**src/hdl/pbms_pkg.sv**
```systemverilog
`default_nettype none
package pbms_pkg;
	// Sizes
	localparam int NELEM = 8;
	localparam int AW = 8;
	localparam int DW = 32;
	localparam int IW = 16;
	localparam int CNT_W = 16;
	localparam int TMR_W = 32;
	localparam int CTRL_W = 4;
	localparam int NEV = 5;
	// Register offsets
	localparam logic [AW-1:0] REG_CTRL = 8'h00;
	localparam logic [AW-1:0] REG_FUNC_EN = 8'h04;
	localparam logic [AW-1:0] REG_EXT_PERMIT = 8'h08;
	localparam logic [AW-1:0] REG_FUND_SEL = 8'h0C;
	localparam logic [AW-1:0] REG_START_SEL = 8'h10;
	localparam logic [AW-1:0] REG_GROUND_SEL = 8'h14;
	localparam logic [AW-1:0] REG_REV_PERMIT = 8'h18;
	localparam logic [AW-1:0] REG_FLC = 8'h1C;
	localparam logic [AW-1:0] REG_STOP_TH = 8'h20;
	localparam logic [AW-1:0] REG_ACTIVE = 8'h24;
	localparam logic [AW-1:0] REG_STATE = 8'h28;
	localparam logic [AW-1:0] REG_START_CNT = 8'h2C;
	localparam logic [AW-1:0] REG_TIMER = 8'h30;
	localparam logic [AW-1:0] REG_IRQ_STAT = 8'h34;
	localparam logic [AW-1:0] REG_IRQ_MASK = 8'h38;
	// Control bits
	localparam int CTRL_PROT_ON = 0;
	localparam int CTRL_PROT_PERMIT = 1;
	localparam int CTRL_WIDE_FREQ = 2;
	// Event bits
	localparam int EV_START = 0;
	localparam int EV_RUN = 1;
	localparam int EV_STOP = 2;
	localparam int EV_TRIP = 3;
	localparam int EV_RESTART = 4;
	// Reset values
	localparam logic [CTRL_W-1:0] CTRL_RST = 4'h0;
	localparam logic [NELEM-1:0] SEL_RST = 8'h00;
	localparam logic [IW-1:0] FLC_RST = 16'h0064;
	localparam logic [IW-1:0] STOP_TH_RST = 16'h000A;
	// Start threshold as a fraction of full load current
	localparam logic [IW+3:0] START_PCT_NUM = 20'h0_001E;
	localparam logic [IW+3:0] START_PCT_DEN = 20'h0_0064;
	// Types
	typedef struct packed {
		logic [IW-1:0] a;
		logic [IW-1:0] b;
		logic [IW-1:0] c;
	} pbms_phase_t;
	typedef struct packed {
		logic prot_a;
		logic prot_b;
		logic [NELEM-1:0] ext_a;
		logic [NELEM-1:0] ext_b;
		logic start;
		logic rev;
	} pbms_blk_src_t;
	typedef struct packed {
		logic [CTRL_W-1:0] ctrl;
		logic [NELEM-1:0] func_en;
		logic [NELEM-1:0] permit;
		logic [NELEM-1:0] fund_sel;
		logic [NELEM-1:0] start_sel;
		logic [NELEM-1:0] ground_sel;
		logic [NELEM-1:0] rev_permit;
		logic [IW-1:0] flc;
		logic [IW-1:0] stop_th;
	} pbms_cfg_t;
	typedef enum logic [1:0] {ST_STOP, ST_START, ST_RUN, ST_TRIP} pbms_state_t;
endpackage
`default_nettype wire

```
**src/hdl/pbms_core.sv**
```systemverilog
// How it works
// RULE1 - Element active only if global protection enabled and unblocked; all conditions ANDed.
// RULE2 - Wide-frequency mode blocks fundamental elements off nominal frequency; RMS elements stay.
// RULE3 - Element with function disabled stays inactive regardless of blocking inputs.
// RULE4 - Permitted element is blocked while either assigned external block signal is high.
// RULE5 - Block-during-start input applies only to elements selected for it.
// RULE6 - Ground elements blocked by reverse interlock when permitted and signal high.
// RULE7 - Any settings write restarts protection, including the motor start logic.
// RULE8 - Restart forces motor state to stop even while running.
// RULE9 - After restart a running motor restarts stop-start-run without counting starts.
// RULE10 - Restart clears motor timer and pulses thermal model reset.
// RULE11 - Motor state has exactly four values: stop, start, run, trip.
// RULE12 - Normal sequence is stop to start, start to run, run to stop.
// RULE13 - Abnormal moves are start to stop, start to trip, run to trip.
// RULE14 - Any other protection trip in start or run forces trip.
// RULE15 - In trip, once currents have ceased, go to stop.
// RULE16 - Start declared when a phase current exceeds 30 percent of full load.
// RULE17 - Stop declared when all three phases are below stop threshold.
// RULE18 - Everything evaluated every clock; reset puts the machine in stop.
`timescale 1ns/10ps
`default_nettype none
module pbms_core import pbms_pkg::*; (
	// Clock and reset
	input wire logic SYS_CLK,
	input wire logic NRST,
	// Register port
	input wire logic [AW-1:0] ADDR,
	input wire logic [DW-1:0] WDATA,
	input wire logic WR,
	input wire logic RD,
	output logic [DW-1:0] RDATA,
	// Measurement and blocking sources
	input wire pbms_phase_t PHASE_I,
	input wire logic FREQ_IN_RANGE,
	input wire pbms_blk_src_t BLK_SRC,
	// Motor control inputs
	input wire logic START_DONE,
	input wire logic PROT_TRIP,
	// Results
	output logic [NELEM-1:0] ELEM_ACTIVE,
	output logic [1:0] MOTOR_STATE,
	output logic THERMAL_RESET,
	output logic IRQ
);

	// Products kept wide: a full-scale current times the percent scale overflows 20 bits
	function automatic logic above_start(input logic [IW-1:0] i, input logic [IW-1:0] flc);
		logic [IW+7:0] lhs;
		logic [IW+7:0] rhs;
		lhs = (IW+8)'(i) * (IW+8)'(START_PCT_DEN);
		rhs = (IW+8)'(flc) * (IW+8)'(START_PCT_NUM);
		above_start = lhs > rhs;
	endfunction

	// Strict compare: a current equal to the threshold still counts as running
	function automatic logic below_stop(input logic [IW-1:0] i, input logic [IW-1:0] th);
		below_stop = i < th;
	endfunction

	pbms_cfg_t cfg, next_cfg;
	logic [NEV-1:0] irq_stat, next_irq_stat, irq_mask, next_irq_mask, events;
	logic settings_wr;
	pbms_state_t state, next_state;
	logic [TMR_W-1:0] timer, next_timer;
	logic [CNT_W-1:0] start_cnt, next_cnt;
	logic restart_pend, next_pend;
	logic start_seen, stopped, prot_ok, next_irq;
	logic [NELEM-1:0] freq_blk, ext_blk, st_blk, rev_blk, next_active;
	logic [DW-1:0] next_rdata;

	// Register writes; settings writes restart the protection
	always_comb begin
		next_cfg = cfg;
		next_irq_mask = irq_mask;
		next_irq_stat = irq_stat;
		settings_wr = 1'b0;
		if (WR) begin
			case (ADDR)
				REG_CTRL: next_cfg.ctrl = WDATA[CTRL_W-1:0];
				REG_FUNC_EN: next_cfg.func_en = WDATA[NELEM-1:0];
				REG_EXT_PERMIT: next_cfg.permit = WDATA[NELEM-1:0];
				REG_FUND_SEL: next_cfg.fund_sel = WDATA[NELEM-1:0];
				REG_START_SEL: next_cfg.start_sel = WDATA[NELEM-1:0];
				REG_GROUND_SEL: next_cfg.ground_sel = WDATA[NELEM-1:0];
				REG_REV_PERMIT: next_cfg.rev_permit = WDATA[NELEM-1:0];
				REG_FLC: next_cfg.flc = WDATA[IW-1:0];
				REG_STOP_TH: next_cfg.stop_th = WDATA[IW-1:0];
				REG_IRQ_STAT: next_irq_stat = irq_stat & ~WDATA[NEV-1:0];
				REG_IRQ_MASK: next_irq_mask = WDATA[NEV-1:0];
				default: ;
			endcase
			// Any write that changes a setting counts, even with an equal value
			settings_wr = (ADDR <= REG_STOP_TH); // [RULE7]
		end
		// Set wins over a clear in the same cycle
		next_irq_stat = next_irq_stat | events;
		next_irq = |(next_irq_stat & next_irq_mask);
	end

	// Read data valid only in the cycle after the strobe
	always_comb begin
		next_rdata = '0;
		if (RD) begin
			case (ADDR)
				REG_CTRL: next_rdata = DW'(cfg.ctrl);
				REG_FUNC_EN: next_rdata = DW'(cfg.func_en);
				REG_EXT_PERMIT: next_rdata = DW'(cfg.permit);
				REG_FUND_SEL: next_rdata = DW'(cfg.fund_sel);
				REG_START_SEL: next_rdata = DW'(cfg.start_sel);
				REG_GROUND_SEL: next_rdata = DW'(cfg.ground_sel);
				REG_REV_PERMIT: next_rdata = DW'(cfg.rev_permit);
				REG_FLC: next_rdata = DW'(cfg.flc);
				REG_STOP_TH: next_rdata = DW'(cfg.stop_th);
				REG_ACTIVE: next_rdata = DW'(ELEM_ACTIVE);
				REG_STATE: next_rdata = DW'(state);
				REG_START_CNT: next_rdata = DW'(start_cnt);
				REG_TIMER: next_rdata = DW'(timer);
				REG_IRQ_STAT: next_rdata = DW'(irq_stat);
				REG_IRQ_MASK: next_rdata = DW'(irq_mask);
				default: next_rdata = '0;
			endcase
		end
	end

	// Current thresholds
	always_comb begin
		start_seen = above_start(PHASE_I.a, cfg.flc) | above_start(PHASE_I.b, cfg.flc) |
			above_start(PHASE_I.c, cfg.flc); // [RULE16]
		stopped = below_stop(PHASE_I.a, cfg.stop_th) & below_stop(PHASE_I.b, cfg.stop_th) &
			below_stop(PHASE_I.c, cfg.stop_th); // [RULE17]
	end

	// Motor operation state machine
	always_comb begin
		next_state = state;
		next_timer = timer + 1'b1;
		next_cnt = start_cnt;
		next_pend = restart_pend;
		unique case (state)
			ST_STOP: begin
				// Pending flag lives one stop cycle: a running motor restarts uncounted
				next_pend = 1'b0;
				if (start_seen) begin
					next_state = ST_START; // [RULE12]
					if (!restart_pend) begin
						next_cnt = start_cnt + 1'b1; // [RULE9]
					end
				end
			end
			ST_START: begin
				if (PROT_TRIP) begin
					next_state = ST_TRIP; // [RULE13] [RULE14]
				end else if (stopped) begin
					next_state = ST_STOP; // [RULE13]
				end else if (START_DONE) begin
					next_state = ST_RUN; // [RULE12]
				end
			end
			ST_RUN: begin
				if (PROT_TRIP) begin
					next_state = ST_TRIP; // [RULE13] [RULE14]
				end else if (stopped) begin
					next_state = ST_STOP; // [RULE12]
				end
			end
			ST_TRIP: begin
				if (stopped) begin
					next_state = ST_STOP; // [RULE15]
				end
			end
		endcase
		if (next_state != state) begin
			next_timer = '0;
		end
		// Settings restart overrides everything, motor running or not
		if (settings_wr) begin
			next_state = ST_STOP; // [RULE8]
			next_timer = '0; // [RULE10]
			next_pend = 1'b1; // [RULE9]
			next_cnt = start_cnt;
		end
		events = '0;
		events[EV_START] = (next_state == ST_START) && (state != ST_START);
		events[EV_RUN] = (next_state == ST_RUN) && (state != ST_RUN);
		events[EV_STOP] = (next_state == ST_STOP) && (state != ST_STOP);
		events[EV_TRIP] = (next_state == ST_TRIP) && (state != ST_TRIP);
		events[EV_RESTART] = settings_wr;
	end

	// Enable and blocking gate per element
	always_comb begin
		prot_ok = cfg.ctrl[CTRL_PROT_ON] &
			~(cfg.ctrl[CTRL_PROT_PERMIT] & (BLK_SRC.prot_a | BLK_SRC.prot_b)); // [RULE1]
		freq_blk = (cfg.ctrl[CTRL_WIDE_FREQ] & ~FREQ_IN_RANGE) ? cfg.fund_sel : '0; // [RULE2]
		ext_blk = cfg.permit & (BLK_SRC.ext_a | BLK_SRC.ext_b); // [RULE4]
		st_blk = cfg.start_sel & {NELEM{BLK_SRC.start}}; // [RULE5]
		rev_blk = cfg.ground_sel & cfg.rev_permit & {NELEM{BLK_SRC.rev}}; // [RULE6]
		// Function enable gates last so no temporary input can revive an element
		next_active = {NELEM{prot_ok}} & ~freq_blk & ~ext_blk & ~st_blk & ~rev_blk &
			cfg.func_en; // [RULE1] [RULE3]
	end

	// State registers, all updated every edge
	always_ff @(posedge SYS_CLK or negedge NRST) begin // [RULE18]
		if (!NRST) begin
			cfg <= '{CTRL_RST, SEL_RST, SEL_RST, SEL_RST, SEL_RST, SEL_RST, SEL_RST, FLC_RST, STOP_TH_RST};
			irq_stat <= '0;
			irq_mask <= '0;
			state <= ST_STOP;
			timer <= '0;
			start_cnt <= '0;
			restart_pend <= 1'b0;
			ELEM_ACTIVE <= '0;
			THERMAL_RESET <= 1'b0;
			IRQ <= 1'b0;
			RDATA <= '0;
		end else begin
			cfg <= next_cfg;
			irq_stat <= next_irq_stat;
			irq_mask <= next_irq_mask;
			state <= next_state;
			timer <= next_timer;
			start_cnt <= next_cnt;
			restart_pend <= next_pend;
			ELEM_ACTIVE <= next_active;
			THERMAL_RESET <= settings_wr; // [RULE10]
			IRQ <= next_irq;
			RDATA <= next_rdata;
		end
	end

	// Four-state encoding straight from the state flops
	assign MOTOR_STATE = state; // [RULE11]
endmodule // pbms_core
`default_nettype wire

```
**config.mk**
```make
export PLATFORM = sky130hd
export DESIGN_NAME = pbms_core
export DESIGN_NICKNAME = d
export VERILOG_FILES = /design/src/hdl/pbms_pkg.sv /design/src/hdl/pbms_core.sv
export SDC_FILE = /design/constraint.sdc
export NUM_CORES = 1
export LEC_CHECK = 0
export ABC_CLOCK_PERIOD_IN_PS = 6000
export BUFFER_PORTS_ARGS = -buffer_cell sky130_fd_sc_hd__buf_2
export CAP_MARGIN = 30
export CORE_AREA = 2 2 180 182
export DETAILED_ROUTE_END_ITERATION = 8
export DIE_AREA = 0 0 182 184
export GPL_TIMING_DRIVEN = 0
export PLACE_DENSITY = 0.78
export SETUP_SLACK_MARGIN = 0.15
export SYNTH_ARGS = -nofsm -noshare
export SYNTH_HDL_FRONTEND = slang
export SYNTH_SLANG_ARGS = --single-unit
export TNS_END_PERCENT = 20
```
**constraint.sdc**
```tcl
create_clock -name SYS_CLK -period 6 [get_ports SYS_CLK]
set_clock_uncertainty 0.1 [all_clocks]
set_input_delay 1.2 -clock SYS_CLK [delete_from_list [all_inputs] [get_ports SYS_CLK]]
set_output_delay 1.2 -clock SYS_CLK [all_outputs]
set_load 0.03 [all_outputs]
```
==> results.yml <==
critical_path:
  worst-r2r-setup-slack_ns: -0.48
  cp_num_buf_inv: 6
  crit_path_start: "cfg[18]"
  path_class: "reg -> reg"
  crit_path_end_kind: "flip-flop"
  rr_startpoint: "cfg[18]"
  critPathCapture: "timer[14]"
  cpPeakStageDelay_ns: 0.57
  reg2reg_to: "timer[14]"
  worstPathArrival_ns: 6.71
  path_depth: 27
  cp-start-kind: "flip-flop"
  r2r_cells: 27
  critPathTopFamily: "simple AND/OR/NAND/NOR gates"
  cp_max_fo: 10
  cp_slowest_cell: "dfstp_2"
  required_ns: 6.23
power_and_ir_drop:
  p_leak_nw: 9.87
  power_mw: 4.99
  power.density_nw_per_um2: 244
  vdd_drop_max_mv: 0.243
global_routing:
  antenna_found_initial: 2
  grt_use_total_pct: 28.7
  grt_max_degree: 114
  grt_pass1_vias: 14842
  grt_pass1_wl_mm: 75.7
  grt-ovfl-total: 0
cts:
  cts_num_sinks: 187
  htreeDepth: 4
  cts_buffer_depth: 2
  clock_latency_ns: 0.43
  clkTransAtPathRegs_ns: 0.07
  cts_root_buf: "clkbuf_16"
  cts_inserted_buffers: 17
  cts_tree: "done"
  ctsHoldBuffers: 0
drt:
  drc: 0
  route.vias.total: 14841
  wl_per_cell_microns: 20.3
  antenna_left: 0
  via_per_inst: 6.17
  drt_iter0_markers: 1377
  wl_mm: 48.7
  dr.pass1.iters: 6
timing:
  relSlewSlack_pct: 40.0
  setup_ws_ns: -0.483
  maxSlewViolCount: 0
  tightest_slew_ns: 0.897
  finalCritPeriodShare_pct: 108
  fin_crit_ns: 6.48
  rsz0062_at_grt: "true"
  fmax_ghz: 0.154
  hold_viol_final: 0
  setup_viol: 50
placed_design:
  gp_congestion: 0.932
  portBuffers: 139
  dp_hpwl_mm: 38.0
  dp_cells: 2341
  placed_area_sq_um: 19100
finish:
  fillers: 2434
  post-route-cell-area_sq_um: 20400
  final_cells: 2406
  final_common_cell: "ha_1"
  final_nets: 2438
  final_cell_mix: "ha_1 (231), inv_1 (215), dfrtp_1 (179)"
  drive_above_1_share_pct: 23.6
  area_growth_pct: 17.7
logic_synthesis:
  synth_area_per_cell_sq_um: 9.65
  syn_inst: 1799
  synth_top_area_cell: "dfrtp_1"
  yosysTopAreaCellShare_pct: 26.2
  ys_ff_latch: 187
  ys.flop_type: "dfrtp_1"
  synth_warnings: 0
  synth_top_cells_by_area: "dfrtp_1 (26%), ha_1 (19%), fa_1 (7.2%), mux2_2 (5.8%), inv_1 (5.1%)"
  synth_edf_count: 0
  syn_nets: 2245
  netlist_area_sq_um: 17400
  ys_seq_area_share_pct: 27.0
  async_flop_share_pct: 100
  synth.distinct_cells: 74
outcome:
  violations: "negative setup slack"
  outcome: "finished with violations"
floorplanning:
  core_sq_um: 31400
  start_util_pct: 55.3
  pin_count: 159
  dieArea_sq_um: 33500
  die_y_microns: 184
  num_rows: 65
  fp.dieW_microns: 182
hold_path:
  worstHoldPathType: "reg -> reg"
  hold_path_startpoint: "start_cnt[15]"
job:
  maxCapViolCount: 0
state kept, by name, summed over array words and instances, names as in the netlist:
register / cells
IRQ: 1
RDATA: 32
start_cnt: 16
cfg: 84
timer: 32
restart_pend: 1
MOTOR_STATE: 2
ELEM_ACTIVE: 8
irq_mask: 5
irq_stat: 5
THERMAL_RESET: 1
how the worst min path moves through the flow:
stage	to	slack, ns	cells after the start
after global routing	start_cnt[15]	0.40	1
after global placement	start_cnt[15]	0.37	1
after floorplan	start_cnt[15]	0.35	1
final	start_cnt[15]	0.38	1
after detailed placement	start_cnt[15]	0.37	1
after CTS	start_cnt[15]	0.38	1
per-stage QoR:
step	setup slack, ns	hold slack (ns)	setup TNS, ns	utilization, %
3_3_place_gp	-1.05	0.366	-45.08	60.6
4_1_cts	-0.381	0.382	-13.92	63.9
2_1_floorplan	-0.138	0.347	-3.33	-
3_5_place_dp	-1.18	0.369	-50.51	60.8
5_1_grt	-0.653	0.399	-27.78	65.1
6_report	-0.483	0.383	-18.17	65.1
logic make-up after synthesis:
| kind of cell | Yosys count | synth area share [%] |
|---|---|---|
| fa+ha+maj | 332 | 26.6 |
| buf+inv | 277 | 6.16 |
| xor+xnor | 109 | 5.50 |
| mux | 93 | 6.01 |
| simple gates | 369 | 10.7 |
| compound gates | 432 | 18.0 |
| flops | 187 | 27.0 |
cell usage after synthesis (5+ instances only):
cell type / number
a2111oi_0: 13
a211oi_1: 15
a211oi_2: 28
a21boi_0: 5
a21o_1: 57
a21oi_1: 89
a221oi_1: 15
a222oi_1: 11
a22o_1: 5
a22oi_1: 36
a31oi_1: 14
and2_1: 26
and3_1: 26
and4_1: 6
buf_2: 5
clkbuf_1: 32
dfrtp_1: 182
dfstp_2: 5
fa_1: 62
ha_1: 269
inv_1: 236
mux2_2: 89
nand2_1: 111
nand2b_1: 14
nand3_1: 45
nand4_1: 19
nand4b_1: 5
nor2_1: 62
nor2b_1: 8
nor3_1: 13
o2111ai_1: 9
o211ai_1: 11
o21a_1: 8
o21ai_0: 56
o21ai_1: 10
o21bai_1: 10
o22ai_1: 7
or2_2: 6
or3_1: 10
xnor2_1: 68
xor2_1: 41
final cells by class:
type | count | area, sq um | share of cell area [%]
Clock inverter | 8 | 194 | 0.949
Antenna cell | 2 | 5.00 | 0.0245
Inverter | 236 | 893 | 4.37
Tap cell | 402 | 503 | 2.46
Timing Repair Buffer | 174 | 1030 | 5.02
Sequential cell | 187 | 4690 | 23.0
Multi-Input combinational cell | 1335 | 12400 | 60.9
Clock buffer | 21 | 440 | 2.16
Buffer | 41 | 241 | 1.18
repair_timing:
item / 4_1_cts / 5_1_grt
cloned: 0 / 1
endpoints found under the hold margin: 0 / 0
setup endpoints to repair: 51 / 51
buffers inserted: 18 / 15
pin swaps: 30 / 38
gates resized for setup: 52 / 53
report_power, final:
group          internal [mW]  switching [mW]  leakage, nW  total (mW)
logic                   1.01            1.34         7.04        2.35
clock network          0.775           0.462        0.307        1.24
registers               1.32          0.0797         2.53        1.40
total                   3.11            1.88         9.87        4.99
layer usage:
layer / vias up / GRT usage, % / part of all wire (%)
li1: 6821 / - / -
met2: 617 / 50.4 / 49
met3: 146 / 4.14 / 6.2
met5: - / 0 / 0
met4: 0 / 13.6 / 5.0
met1: 7257 / 34.8 / 40
Note: power is estimated with default switching activity, not from simulation.
